==> config.mk <==
export PLATFORM = sky130hd
export DESIGN_NAME = hdtau_unit
export DESIGN_NICKNAME = d
export VERILOG_FILES = /design/src/hw/hdtau_pkg.sv /design/src/hw/hdtau_unit.sv
export SDC_FILE = /design/constraint.sdc
export NUM_CORES = 1
export LEC_CHECK = 0
export BUFFER_PORTS_ARGS = -buffer_cell sky130_fd_sc_hd__buf_4
export CAP_MARGIN = 30
export CORE_AREA = 10 10 197 199
export DETAILED_ROUTE_END_ITERATION = 12
export DIE_AREA = 0 0 207 209
export PLACE_DENSITY = 0.47
export SYNTH_ARGS = -nofsm -noshare
export SYNTH_HDL_FRONTEND = slang
export SYNTH_SLANG_ARGS = --single-unit
==> constraint.sdc <==
create_clock -name CORE_CLK -period 2.53 [get_ports CORE_CLK]
set_input_delay 0.3795 -clock CORE_CLK [delete_from_list [all_inputs] [get_ports CORE_CLK]]
set_output_delay 0.3795 -clock CORE_CLK [all_outputs]
set_load 0.02 [all_outputs]
==> src/hw/hdtau_pkg.sv <==
// package: register map, field layout and types of the timer/address unit
package hdtau_pkg;
  localparam logic [11:0] OFF_TIMER   = 12'h130;
  localparam logic [11:0] OFF_TXADDR  = 12'h134;
  localparam logic [11:0] OFF_RXADDR  = 12'h138;
  localparam logic [11:0] OFF_RXMASK  = 12'h13C;
  localparam logic [11:0] OFF_CONTROL = 12'h150;
  localparam logic [11:0] OFF_STATUS  = 12'h154;
  localparam logic [31:0] RESET_WORD  = 32'h0000_0000;
  localparam int POS_CLK_SEL  = 31;
  localparam int POS_TMODE    = 30;
  localparam int POS_CNT_LSB  = 24;
  localparam int POS_CRI      = 25;
  localparam int POS_CR_BIT   = 1;
  localparam int POS_CTL_STI  = 0;
  localparam int POS_CTL_ADM  = 1;
  localparam int POS_CTL_AUTO = 2;
  localparam int POS_CTL_HDLC = 3;
  localparam int POS_CTL_CM5  = 4;
  localparam logic [2:0] CNT_ENDLESS = 3'h7;

  typedef enum logic [1:0] {
    HDTAU_IDLE = 2'b00,
    HDTAU_RUN  = 2'b01
  } hdtau_state_e;

  // received address presented by the frame receiver
  typedef struct packed {
    logic       valid;
    logic       two_byte;
    logic [7:0] high;
    logic [7:0] low;
  } hdtau_rxaddr_s;

  // address result returned to the frame receiver
  typedef struct packed {
    logic valid;
    logic match;
    logic cr_status;
  } hdtau_match_s;
endpackage : hdtau_pkg

==> src/hw/hdtau_unit.sv <==
// protocol timer and HDLC address unit of one serial channel
`timescale 1ns/1ps
`default_nettype none
module hdtau_unit
  import hdtau_pkg::*;
(
  // clock and reset
  input  wire logic                 CORE_CLK,
  input  wire logic                 RESET_N,
  input  wire logic                 CLK_EN,
  // avalon-mm slave
  input  wire logic [11:0]          AVS_ADDRESS,
  input  wire logic                 AVS_READ,
  input  wire logic                 AVS_WRITE,
  input  wire logic [31:0]          AVS_WRITEDATA,
  input  wire logic [3:0]           AVS_BYTEENABLE,
  output logic [31:0]               AVS_READDATA,
  output logic                      AVS_WAITREQUEST,
  // timer clock sources (pins)
  input  wire logic                 TX_CLK_EFF,
  input  wire logic                 FRAME_SYNC_IN,
  // protocol engine
  input  wire logic                 FRAME_ACKED,
  output logic                      TIMER_IRQ,
  output logic                      POLL_REQ,
  input  wire logic                 TX_IS_COMMAND,
  output logic [15:0]               TX_ADDR_FIELD,
  output logic                      TX_ADDR_EN,
  input  wire hdtau_pkg::hdtau_rxaddr_s RX_ADDR,
  output hdtau_pkg::hdtau_match_s   RX_RESULT
);
  import hdtau_pkg::*;

  logic [31:0]  timer_register;
  logic [31:0]  tx_address_register;
  logic [31:0]  rx_address_register;
  logic [31:0]  rx_address_mask_register;
  logic [4:0]   command_register;
  logic         timer_start_command;
  logic         answered;
  hdtau_state_e state;
  logic [23:0]  ticks;
  logic [2:0]   repeats;
  logic         retry_active;
  logic [2:0]   txc_sync;
  logic [2:0]   fs_sync;
  logic         tick;
  logic         expire;

  wire timer_clock_select = timer_register[POS_CLK_SEL];
  wire timer_mode_select  = timer_register[POS_TMODE];
  wire [2:0]  repeat_count = timer_register[POS_CNT_LSB +: 3];
  wire [23:0] expiry_value = timer_register[23:0];
  wire address_size_select = command_register[POS_CTL_ADM];
  wire automode   = command_register[POS_CTL_AUTO];
  wire hdlc_on    = command_register[POS_CTL_HDLC];
  wire clk_mode5  = command_register[POS_CTL_CM5];
  wire cmd_resp_polarity = rx_address_register[POS_CRI];
  wire internal_mode = timer_mode_select && automode && hdlc_on;

  // bus side: one wait state, so read data are registered and stable
  wire req     = AVS_READ | AVS_WRITE;
  wire take    = req && answered;
  wire wr_take = take && AVS_WRITE;
  assign AVS_WAITREQUEST = req && !answered;

  always_ff @(posedge CORE_CLK or negedge RESET_N) begin
    if (!RESET_N) begin
      answered <= 1'b0;
    end else if (CLK_EN) begin
      answered <= req && !answered;
    end
  end

  function automatic logic [31:0] merge(input logic [31:0] old,
                                        input logic [31:0] data,
                                        input logic [3:0]  be);
    logic [31:0] res;
    res = old;
    for (int i = 0; i < 4; i++) begin
      if (be[i]) begin
        res[i*8 +: 8] = data[i*8 +: 8];
      end
    end
    return res;
  endfunction : merge

  wire wr_timer = wr_take && AVS_ADDRESS == OFF_TIMER;
  wire wr_ctl   = wr_take && AVS_ADDRESS == OFF_CONTROL;
  wire [31:0] next_timer = merge(timer_register, AVS_WRITEDATA,
                                 AVS_BYTEENABLE) & 32'hC7FF_FFFF;

  always_ff @(posedge CORE_CLK or negedge RESET_N) begin
    if (!RESET_N) begin
      timer_register           <= RESET_WORD;
      tx_address_register      <= RESET_WORD;
      rx_address_register      <= RESET_WORD;
      rx_address_mask_register <= RESET_WORD;
    end else if (CLK_EN && wr_take) begin
      unique case (AVS_ADDRESS)
        OFF_TIMER:  timer_register <= next_timer;
        OFF_TXADDR: tx_address_register <= merge(tx_address_register,
                      AVS_WRITEDATA, AVS_BYTEENABLE) & 32'h0000_FFFF;
        OFF_RXADDR: rx_address_register <= merge(rx_address_register,
                      AVS_WRITEDATA, AVS_BYTEENABLE);
        OFF_RXMASK: rx_address_mask_register <= merge(
                      rx_address_mask_register, AVS_WRITEDATA,
                      AVS_BYTEENABLE);
        default: ;
      endcase
    end
  end

  // start bit is a write-one command; it does not store
  always_ff @(posedge CORE_CLK or negedge RESET_N) begin
    if (!RESET_N) begin
      command_register    <= 5'h00;
      timer_start_command <= 1'b0;
    end else if (CLK_EN) begin
      timer_start_command <= wr_ctl && AVS_BYTEENABLE[0] &&
                             AVS_WRITEDATA[POS_CTL_STI];
      if (wr_ctl && AVS_BYTEENABLE[0]) begin
        command_register <= {AVS_WRITEDATA[4:1], 1'b0};
      end
    end
  end

  always_ff @(posedge CORE_CLK or negedge RESET_N) begin
    if (!RESET_N) begin
      AVS_READDATA <= 32'h0000_0000;
    end else if (CLK_EN) begin
      unique case (AVS_ADDRESS)
        OFF_TIMER:   AVS_READDATA <= timer_register;
        OFF_TXADDR:  AVS_READDATA <= tx_address_register;
        OFF_RXADDR:  AVS_READDATA <= rx_address_register;
        OFF_RXMASK:  AVS_READDATA <= rx_address_mask_register;
        OFF_CONTROL: AVS_READDATA <= {27'h0, command_register};
        OFF_STATUS:  AVS_READDATA <= {repeats, 3'h0, state == HDTAU_RUN,
                                      retry_active, ticks};
        default:     AVS_READDATA <= 32'h0000_0000;
      endcase
    end
  end

  // pin synchronisers; edge detect reads stages two and three only
  always_ff @(posedge CORE_CLK or negedge RESET_N) begin
    if (!RESET_N) begin
      txc_sync <= 3'h0;
      fs_sync  <= 3'h0;
    end else if (CLK_EN) begin
      txc_sync <= {txc_sync[1:0], TX_CLK_EFF};
      fs_sync  <= {fs_sync[1:0], FRAME_SYNC_IN};
    end
  end

  always_comb begin
    if (timer_clock_select) begin
      tick = clk_mode5 && fs_sync[1] && !fs_sync[2];
    end else begin
      tick = txc_sync[1] && !txc_sync[2];
    end
  end

  // expiry after value+1 ticks
  assign expire = state == HDTAU_RUN && tick && ticks == expiry_value;

  wire zero_write = wr_timer && next_timer[23:0] == 24'h000000;
  wire start = timer_start_command && !internal_mode
               && expiry_value != 24'h000000;
  // last expiry of a finite run: no restart and no further poll
  wire retries_done = expire && repeat_count != CNT_ENDLESS
                      && repeats >= repeat_count;

  always_ff @(posedge CORE_CLK or negedge RESET_N) begin
    if (!RESET_N) begin
      state   <= HDTAU_IDLE;
      ticks   <= 24'h000000;
      repeats <= 3'h0;
    end else if (CLK_EN) begin
      if (zero_write) begin
        state <= HDTAU_IDLE;
        ticks <= 24'h000000;
      end else begin
        unique case (state)
          HDTAU_IDLE: begin
            if (start || (internal_mode && retry_active)) begin
              state   <= HDTAU_RUN;
              ticks   <= 24'h000000;
              repeats <= 3'h0;
            end
          end
          HDTAU_RUN: begin
            if (internal_mode && !retry_active) begin
              state <= HDTAU_IDLE;
            end else if (expire) begin
              ticks <= 24'h000000;
              if (repeat_count == CNT_ENDLESS) begin
                state <= HDTAU_RUN;
              end else if (repeats < repeat_count) begin
                repeats <= repeats + 3'h1;
              end else begin
                state <= HDTAU_IDLE;
              end
            end else if (tick) begin
              ticks <= ticks + 24'h000001;
            end
          end
          default: state <= HDTAU_IDLE;
        endcase
      end
    end
  end

  // an unacknowledged frame keeps the automode retry timer alive
  always_ff @(posedge CORE_CLK or negedge RESET_N) begin
    if (!RESET_N) begin
      retry_active <= 1'b0;
    end else if (CLK_EN) begin
      if (!internal_mode || FRAME_ACKED) begin
        retry_active <= 1'b0;
      end else if (timer_start_command) begin
        retry_active <= 1'b1;
      end else if (retries_done) begin
        retry_active <= 1'b0;
      end
    end
  end

  always_ff @(posedge CORE_CLK or negedge RESET_N) begin
    if (!RESET_N) begin
      TIMER_IRQ <= 1'b0;
      POLL_REQ  <= 1'b0;
    end else if (CLK_EN) begin
      TIMER_IRQ <= expire && !internal_mode;
      POLL_REQ  <= expire && internal_mode && !FRAME_ACKED
                   && !retries_done;
    end
  end

  // transmit address field, bit 1 of the high byte forced from polarity in two-byte mode
  wire [7:0] tx_address_high = tx_address_register[7:0];
  wire [7:0] tx_address_low  = tx_address_register[15:8];
  wire cr_out = TX_IS_COMMAND ? cmd_resp_polarity : !cmd_resp_polarity;

  always_ff @(posedge CORE_CLK or negedge RESET_N) begin
    if (!RESET_N) begin
      TX_ADDR_FIELD <= 16'h0000;
      TX_ADDR_EN    <= 1'b0;
    end else if (CLK_EN) begin
      TX_ADDR_EN <= hdlc_on;
      if (address_size_select) begin
        TX_ADDR_FIELD <= {tx_address_high[7:2], cr_out,
                          tx_address_high[0], tx_address_low};
      end else begin
        TX_ADDR_FIELD <= {8'h00, TX_IS_COMMAND ? tx_address_high
                                               : tx_address_low};
      end
    end
  end

  // receive comparison over both programmed addresses
  wire [7:0] rx_address1_high = rx_address_register[31:24];
  wire [7:0] rx_address1_low  = rx_address_register[23:16];
  wire [7:0] rx_address2_low  = rx_address_register[7:0];
  wire [7:0] rx_address2_high = rx_address_register[15:8];
  wire [7:0] hi_ign = automode ? 8'h02 : 8'h00;

  function automatic logic byte_eq(input logic [7:0] rx,
                                   input logic [7:0] ref_b,
                                   input logic [7:0] mask);
    return ((rx ^ ref_b) & ~mask) == 8'h00;
  endfunction : byte_eq

  logic m1;
  logic m2;
  always_comb begin
    if (RX_ADDR.two_byte) begin
      m1 = byte_eq(RX_ADDR.high, rx_address1_high,
                   rx_address_mask_register[15:8] | hi_ign) &&
           byte_eq(RX_ADDR.low, rx_address1_low,
                   rx_address_mask_register[7:0]);
      m2 = byte_eq(RX_ADDR.high, rx_address2_high,
                   rx_address_mask_register[31:24] | hi_ign) &&
           byte_eq(RX_ADDR.low, rx_address2_low,
                   rx_address_mask_register[23:16]);
    end else begin
      m1 = byte_eq(RX_ADDR.low, rx_address1_low,
                   rx_address_mask_register[7:0]);
      m2 = byte_eq(RX_ADDR.low, rx_address2_low,
                   rx_address_mask_register[23:16]);
    end
  end

  always_ff @(posedge CORE_CLK or negedge RESET_N) begin
    if (!RESET_N) begin
      RX_RESULT <= '0;
    end else if (CLK_EN) begin
      RX_RESULT.valid <= RX_ADDR.valid && hdlc_on;
      RX_RESULT.match <= m1 || m2;
      // a set C/R bit means command only when polarity is set
      RX_RESULT.cr_status <= RX_ADDR.high[POS_CR_BIT] ^
                             !cmd_resp_polarity;
    end
  end
endmodule : hdtau_unit
`default_nettype wire

# ---- Yosys cells after proc, flatten, opt, wreduce, memory -nomap -nowiden
# Cells that the tools add are included.
dict set report classes {
  add_sub_neg 2
  magnitude_cmp 2
  n_eq_ne 20
  mux 33
  n_bitwise 17
  reduce_logical 67
}
# cell count
set op_table {}
lappend op_table {{$pmux 32 s6} 1}
lappend op_table {{$mux 24} 5}
lappend op_table {{$eq 12x9->1 const B} 6}
lappend op_table {{$pmux 24 s2} 1}
lappend op_table {{$reduce_and 3->1} 11}
lappend op_table {{$and 8x8->8} 4}
lappend op_table {{$logic_not 8->1} 4}
lappend op_table {{$mux 8} 4}
lappend op_table {{$not 8->8} 4}
lappend op_table {{$xor 8x8->8} 4}
lappend op_table {{$logic_and 1x1->1} 29}
lappend op_table {{$add 24x1->24 const B} 1}
lappend op_table {{$eq 24x24->1} 1}
lappend op_table {{$logic_not 24->1} 1}
lappend op_table {{$reduce_bool 24->1} 1}
lappend op_table {{$mux 16} 1}
lappend op_table {{$or 8x2->8} 2}
lappend op_table {{$mux 3} 5}
lappend op_table {{$mux 2} 7}
lappend op_table {{$ne 3x3->1 const B} 3}
lappend op_table {{$logic_not 1->1} 8}
lappend op_table {{$ne 2x2->1 const B} 4}
lappend op_table {{$reduce_and 8->1} 1}
lappend op_table {{$mux 1} 7}
lappend op_table {{other kinds (21)} 26}
dict set report word_totals {
  ff_bits 205
  inputBits 75
  output_inout_bits 55
  wordCells 170
}

# ---- Depth between registers and ports, before layout
# Gate-level depths: netlist of run 1.
dict set report depth {
  depth_word 10
  mapped_depth 12
  ltp_nobuf 9
}

# ---- Least setup slack after synthesis of run 1
# No wires, ideal clock.
dict set report synth_timing {
  kind {input to register}
  start {in AVS_ADDRESS[3]}
  end {reg ticks[11]}
  setup_ns 0.121
  t_arrival_ns 2.029
  required_time_ns 2.409
  slack_ns 0.380
  cell_stages 11
  path_buffers 4
  cell_sequence {buf_2 nor4b_2 and3_1 buf_6 nor4b_2 and3_1 buf_6 o21ai_2 buf_6 a21o_1 a22o_1}
}
dict set report synth_via {
  elab_chain_len 5
  word_cells_on_any_way 9
  classes_between {eq/ne: 4; mux: 1; reduce/logical: 4}
}
# item line_no
set synth_rtl {}
lappend synth_rtl {{from (decl)} hdtau_unit.sv:12} ;# input wire logic [11:0] AVS_ADDRESS,
lappend synth_rtl {{$eq 12x9->1 *} hdtau_unit.sv:88} ;# wire wr_timer = wr_take && AVS_ADDRESS == OFF_TIMER;
lappend synth_rtl {{$logic_and 1x1->1 *} hdtau_unit.sv:88}
lappend synth_rtl {{$logic_and 1x1->1 *} hdtau_unit.sv:167} ;# wire zero_write = wr_timer && next_timer[23:0] == 24'h000000;
lappend synth_rtl {{$ne 4x4->1 (no source line) (tied with other cells)} n/a}
lappend synth_rtl {{$reduce_and 5->1 (no source line)} n/a}
lappend synth_rtl {{to (signal assigned)} hdtau_unit.sv:205} ;# ticks <= ticks + 24'h000001;
lappend synth_rtl {{to (decl)} hdtau_unit.sv:42} ;# logic [23:0] ticks;
# Mark *: on every way between the ends. The rest lies on a longest branch, timed or not.
# A chain may end at the register's enable or synchronous reset.

# ---- Final worst setup path of run 1
dict set report layout_timing {
  start {reg ticks[13]}
  end {reg ticks[11]}
}
dict set report layout_via {
  elab_chain_len 6
  word_cells_on_any_way 8
  classes_between {eq/ne: 2; mux: 4; reduce/logical: 2}
}
# item line_no
set layout_rtl {}
lappend layout_rtl {{$eq 24x24->1 *} hdtau_unit.sv:165} ;# assign expire = state == HDTAU_RUN && tick && ticks == expiry_value;
lappend layout_rtl {{$logic_and 1x1->1 *} hdtau_unit.sv:165}
lappend layout_rtl {{$mux 24} hdtau_unit.sv:195} ;# end else if (expire) begin
lappend layout_rtl {{$mux 24} hdtau_unit.sv:193} ;# if (internal_mode && !retry_active) begin
lappend layout_rtl {{$pmux 24 s2} hdtau_unit.sv:184} ;# unique case (state)
lappend layout_rtl {{$mux 24} hdtau_unit.sv:180} ;# if (zero_write) begin
# Mark *: on every way between the ends. The rest lies on a longest branch, timed or not. The select of a mux whose other input is x is not followed.

==> results.json, run 1 <==
{
  "routed-via-count": 8041,
  "crit_required_ps": 2930,
  "wl_um": 36090,
  "dieWidth_um": 207,
  "tns_ps": 0,
  "busiest_layer": "met2",
  "slew_viol_final": 0,
  "p_per_area_nw_per_um2": 545.1,
  "grt_pass1_vias": 8436,
  "tightest_slew_ps": 573.9,
  "ys_seq_elements": 204,
  "synth_seq_area_share_pct": 49.53,
  "syn_nets": 972,
  "whs_ps": 94.76,
  "finalCritPeriodShare_pct": 94.35,
  "syn_inst": 892,
  "numPortBuffers": 129,
  "critPathKind": "register to register",
  "vias_per_cell": 5.086,
  "path_max_fanout": 18,
  "nets": 1189,
  "synth.avg_cell_area_um2": 11.56,
  "n_fill_cell": 3505,
  "start_util_pct": 29.41,
  "cts_max_level": 1,
  "finalHoldViolCount": 0,
  "cts_inserted_buffers": 25,
  "use_met3_pct": 2.207,
  "rsz0062_at_grt": "false",
  "grt-ovfl-total": 0,
  "clkPwrFrac_pct": 47.7,
  "leakage_uw": 0.006251,
  "switchingPower_uw": 1670,
  "outcome": "finished, final reports clean",
  "swShare_pct": 22.86,
  "cts.clk_slew.worst_paths_ps": 50,
  "p_seq_share_pct": 45.5,
  "cts_tree": "done",
  "comb_power_share_pct": 6.8,
  "cts_buffer_depth": 3,
  "clockRootBuffer": "clkbuf_16",
  "core_area_um2": 35050,
  "grt_usage_pct": 16.11,
  "synth_top_cell_area_share_pct": 49.53,
  "antenna_found_initial": 1,
  "setup-violations-final": 0,
  "drt_first_pass_iters": 6,
  "drc_errors": 0,
  "finalCriticalPeriod_ps": 2387,
  "layout_commonest_cell": "buf_4",
  "cp_slowest_stage_delay_ps": 470,
  "fin_cells": 1581,
  "fin_worst_skew_ps": 11.20,
  "use_met2_pct": 26.88,
  "path_cells": "xor2_1, nor4_2, buf_4, nand4_1, buf_4, nor2_2, buf_4, nor3b_4, buf_12, a21o_1, a22o_1",
  "die-area_um2": 43260,
  "ys_warn_count": 0,
  "fmax_ghz": 0.4189,
  "cts.sinks": 204,
  "ant_nets": 0,
  "yosys-top-cells-area": "dfrtp_1, mux2_2, mux4_2, xnor2_1, o22ai_1",
  "clk_latency_ps": 520,
  "ios": 130,
  "final_cell_mix": "buf_4, dfrtp_1, mux2_2, inv_1, o22ai_1",
  "async_flop_share_pct": 100.0,
  "finalWeightedCongestion": 0.8498,
  "power_uw": 7306,
  "diodes": 0,
  "crit_buf_inv": 4,
  "drv_cap": 0,
  "synth-main-ff-cell": "dfrtp_1",
  "crit_top_cell": "buf_4",
  "drt_iter0_markers": 597,
  "synth_cell_types": 60,
  "dp_cells": 1539,
  "cp_top_family": "buffers and inverters",
  "worstSetupStartpointType": "register",
  "arrival_ps": 2780,
  "grt_first_pass_wirelength_um": 54620,
  "intPower_uw": 5636,
  "routedWlPerCell_um": 22.83,
  "gr-usage-met1_pct": 21.84,
  "synth_edf_count": 0,
  "num_rows": 69,
  "synth_top_cell_by_area": "dfrtp_1",
  "area_growth_syn_to_layout_pct": 30.02,
  "grt_max_degree": 89,
  "hp-class": "input pin to register",
  "end_kind": "register",
  "peakVddDrop_mv": 0.3465,
  "maxSlewHeadroom_pct": 61.39,
  "syn-cell-area_um2": 10310,
  "drive_above_1_share_pct": 39.11,
  "dpl.hpwl_um": 27780,
  "crit_slowest_cell": "dfrtp_1",
  "die_h_um": 209
}
-- synth_stat cells, types with 6 or more instances --
| master | count |
|---|---|
| xor2_1 | 24 |
| nand2b_1 | 6 |
| nor2_1 | 31 |
| mux2_2 | 122 |
| a21boi_0 | 12 |
| nor4_1 | 21 |
| and3_1 | 15 |
| o22ai_1 | 44 |
| a222oi_1 | 13 |
| clkbuf_1 | 27 |
| xnor2_1 | 33 |
| mux4_2 | 16 |
| nand2_1 | 37 |
| dfrtp_1 | 204 |
| nor3_2 | 6 |
| nand3_1 | 32 |
| inv_1 | 48 |
| mux2i_1 | 19 |
| buf_2 | 16 |
| a31oi_1 | 16 |
| buf_6 | 6 |
| nand4_1 | 7 |
| a21oi_1 | 30 |
| o21ai_0 | 21 |
| a22oi_1 | 14 |
-- registers in the layout (all words and copies together) (netlist names) --
name / flops
AVS_READDATA: 32
POLL_REQ: 1
RX_RESULT: 3
TIMER_IRQ: 1
TX_ADDR_EN: 1
TX_ADDR_FIELD: 16
answered: 1
command_register: 4
fs_sync: 3
repeats: 3
retry_active: 1
rx_address_mask_register: 32
rx_address_register: 32
state: 1
ticks: 24
timer_register: 29
timer_start_command: 1
tx_address_register: 16
txc_sync: 3
-- metrics by stage --
step	worst slack [ps]	util (%)	cell area (um2)
after CTS	3.843	38.02	13330
final	143.0	38.23	13400
after detailed placement	-190.2	35.79	12550
after floorplan	379.9	-	10310
after global routing	1.456	38.23	13400
after global placement	-165.9	35.79	12550
-- power groups by stage --
stage	Combinational [uW]	Clock (uW)	Sequential, uW
global placement	509	0	3380
finish	498	3480	3320
CTS	512	3570	3320
global route	545	3690	3330
floorplan	158	0	3400
detailed placement	509	0	3380
-- path summary, 6_finish.rpt --
| check | endpoint | depth (start not counted) | from | slack, ps |
|---|---|---|---|---|
| max | ticks[11]$_DFFE_PN0P_ | 11 | ticks[13]$_DFFE_PN0P_ | 140 |
| min | fs_sync[0]$_DFFE_PN0P_ | 2 | FRAME_SYNC_IN | 90 |
| max reg2reg | ticks[11]$_DFFE_PN0P_ | 11 | ticks[13]$_DFFE_PN0P_ | 140 |
| min reg2reg | fs_sync[2]$_DFFE_PN0P_ | 1 | fs_sync[2]$_DFFE_PN0P_ | 500 |
| max in group asynchronous | timer_register[7]$_DFFE_PN0P_ | 3 | RESET_N | 1300 |
| min in group asynchronous | timer_register[22]$_DFFE_PN0P_ | 2 | RESET_N | 440 |
-- layout make-up --
| class | count | area, um2 | area share, % |
|---|---|---|---|
| inverters | 48 | 180.2 | 1.344 |
| repair buffers | 244 | 1966 | 14.67 |
| clock inverters | 5 | 100.1 | 0.7469 |
| flip-flops and latches | 204 | 5106 | 38.10 |
| multi-input cells | 586 | 4807 | 35.87 |
| clock buffers | 33 | 665.6 | 4.967 |
| well taps | 461 | 576.8 | 4.304 |
-- layer usage --
| metal | part of all wire (%) | vias to the layer above |
|---|---|---|
| met1 | 46 | 4066 |
| met3 | 4.3 | 33 |
| met4 | 1.4 | 0 |
| li1 | - | 3738 |
| met5 | 0 | - |
| met2 | 48 | 204 |
-- logic make-up (layout without fill, tap and decap cells) --
logic type	after synthesis	in the layout	share of synthesized area, %
fa+ha+maj	5	5	0.6069
simple gates	183	183	9.845
compound gates	184	184	12.13
flops	204	204	49.53
xor+xnor	57	57	4.843
buf+inv	102	330	4.382
mux	157	157	18.67
-- repair_timing --
action,CTS,global route
gates cloned,0,0
resized for setup,1,10
hold buffers,1,0
endpoints found under the hold margin,58,0
buffers inserted,0,3
pin swaps,0,1
endpoints found under the setup margin,2,24
(Power assumes the default switching activity.)
==> run 2: changes to the inputs <==
ABC_AREA = 1   (was unset)
CORE_AREA = 4 4 203 205   (was 10 10 197 199)
SLEW_MARGIN = 30   (was unset)
==> results.json, run 2 <==
{
  "use_met3_pct": 5.089,
  "cts.sinks": 204,
  "synthAdderAreaFrac_pct": 0.5321,
  "fin_ws_ps": 201.7,
  "p_per_area_nw_per_um2": 644.2,
  "leakage_uw": 0.007122,
  "nets": 1922,
  "tns_ps": 0,
  "ant_nets": 0,
  "synth_most_common_cell": "nand2_1",
  "cts_buffer_depth": 3,
  "area_growth_syn_to_layout_pct": 22.59,
  "synth-main-ff-cell": "dfrtp_1",
  "antenna_found_initial": 0,
  "finalCriticalPeriod_ps": 2328,
  "worstSetupStartpointType": "register",
  "min_to": "txc_sync[0]$_DFFE_PN0P_",
  "routedWlPerCell_um": 19.57,
  "synth.avg_cell_area_um2": 6.900,
  "start_util_pct": 29.80,
  "drt_first_pass_iters": 6,
  "critPathKind": "register to register",
  "synth_seq_area_share_pct": 43.42,
  "syn_inst": 1704,
  "async_flop_share_pct": 100.0,
  "path_max_fanout": 11,
  "synth_top_cell_by_area": "dfrtp_1",
  "num_rows": 73,
  "synth_compound_gate_area_share_pct": 11.62,
  "cts_setup_buffers": 0,
  "synth_top_family_by_area": "simple AND/OR/NAND/NOR gates",
  "tightest_slew_ps": 556.9,
  "finalCritPeriodShare_pct": 92.03,
  "outcome": "finished, final reports clean",
  "hp-class": "input pin to register",
  "vias_per_cell": 4.884,
  "synth_edf_count": 0,
  "synthSimpleGateAreaFrac_pct": 32.95,
  "rsz0062_at_grt": "false",
  "cts.clk_slew.worst_paths_ps": 60,
  "worstRegToRegCells": 14,
  "wl_um": 46740,
  "dieWidth_um": 207,
  "drive_above_1_share_pct": 13.90,
  "syn-cell-area_um2": 11760,
  "finalHoldViolCount": 0,
  "ys_seq_elements": 204,
  "crit_required_ps": 2970,
  "grt_pass1_vias": 11050,
  "peakVddDrop_mv": 0.3892,
  "clk_latency_ps": 560,
  "r2r_end": "ticks[0]$_DFFE_PN0P_",
  "ctsResizeCount": 0,
  "grt-ovfl-total": 0,
  "setup-violations-final": 0,
  "dp_slack_ps": 228.0,
  "cts_max_level": 1,
  "clockRootBuffer": "clkbuf_16",
  "numPortBuffers": 129,
  "n_fill_cell": 4292,
  "dpl.hpwl_um": 36170,
  "fin_worst_skew_ps": 10.59,
  "largest_registers": "AVS_READDATA x32, rx_address_mask_register x32, rx_address_register x32",
  "holdPathStages": 3,
  "drv_cap": 0,
  "busiest_layer": "met1",
  "final_area_um2": 14410,
  "grt_max_degree": 78,
  "holdBufCountCts": 1,
  "ys_warn_count": 0,
  "layout_commonest_cell": "nand2_1",
  "finalWeightedCongestion": 0.9106,
  "slew_viol_final": 0,
  "core_area_um2": 39460,
  "cts_tree": "done",
  "synth_top_cell_area_share_pct": 43.42,
  "drt_iter0_markers": 1028,
  "dpl_cell_area_um2": 13490,
  "min-delay-start": "TX_CLK_EFF",
  "synth_mux_area_share_pct": 0,
  "ios": 130,
  "use_met2_pct": 30.96,
  "synthXorXnorAreaFrac_pct": 2.980,
  "gr-usage-met1_pct": 31.60,
  "drc_errors": 0,
  "arrival_ps": 2770,
  "syn_nets": 1784,
  "reg2reg_slack_ps": 200,
  "synth_common_cells": "nand2_1, dfrtp_1, inv_1",
  "rr_startpoint": "ticks[19]$_DFFE_PN0P_",
  "fmax_ghz": 0.4295,
  "synth_cell_types": 37,
  "grt_first_pass_wirelength_um": 71200,
  "yosys-top-cells-area": "dfrtp_1, nand2_1, o21ai_0, inv_1, nor2_1",
  "cts_inserted_buffers": 27,
  "diodes": 0,
  "maxSlewHeadroom_pct": 62.63,
  "routed-via-count": 11660,
  "die_h_um": 209,
  "grt_usage_pct": 21.13,
  "final_cell_mix": "nand2_1, dfrtp_1, buf_4, inv_1, nor2_1",
  "end_kind": "register",
  "die-area_um2": 43260
}
==> run 2: report_power, final <==
part | switching, uW | internal (uW)
sequential | 214 | 3400
clock | 1550 | 2400
combinational | 1130 | 579
total | 2900 | 6390
==> run 2: layer usage <==
layer  wire length (um)  up-vias
met3               3717       58
met5                  0        -
met4               1049        0
li1                   -     5648
met2              19450      420
met1              22520     5538
==> run 2: worst max-delay path: stages (launching register included) <==
cell and delay, ps:
dfrtp_1 440, inv_1 150, nand2_1 110, nand2_1 60, nor2_1 230, nand2_1 90
nor2_1 120, nand2_1 70, nor2_2 300, inv_2 110, nand2_1 140, buf_4 220
nor2_1 60, nand2_1 80, nand2_1 40
==> run 2: per-stage QoR <==
step           total power [uW]  hold slack [ps]  utilization, %  std cells
2_1_floorplan              4570            83.91               -       1704
3_3_place_gp               5385            352.8           34.19       2337
3_5_place_dp               5391            357.2           34.19       2337
4_1_cts                    9399            19.15           36.53       2388
5_1_grt                    9721            27.88           36.53       2388
6_report                   9285            39.23           36.53       2388
==> run 2: final cells by class <==
type                       count  area (um2)  area share, %
multi-input combinational   1259        5655          39.24
sequential                   204        5105          35.42
timing repair buffer         178        1434          9.948
clock buffer                  35       755.7          5.243
tap                          525       656.9          4.557
inverter                     172       650.6          4.514
clock inverter                15       156.4          1.085
==> run 2: cells by family (layout without fill, tap and decap cells) <==
family / Yosys count / after routing
xor gates and xnor gates: 40 / 40
and+or+nand+nor: 961 / 961
adders and majority gates: 5 / 5
buffers and inverters: 241 / 400
AOI/OAI and AO/OA: 253 / 253
DFF: 204 / 204
==> run 2: worst max path at each step <==
stage                          startpoint                     to
detailed placement  ticks[13]$_DFFE_PN0P_   ticks[0]$_DFFE_PN0P_
floorplan               AVS_BYTEENABLE[1]  ticks[17]$_DFFE_PN0P_
global route        ticks[19]$_DFFE_PN0P_   ticks[3]$_DFFE_PN0P_
global placement    ticks[13]$_DFFE_PN0P_   ticks[0]$_DFFE_PN0P_
finish              ticks[19]$_DFFE_PN0P_   ticks[0]$_DFFE_PN0P_
CTS                 ticks[13]$_DFFE_PN0P_   ticks[0]$_DFFE_PN0P_
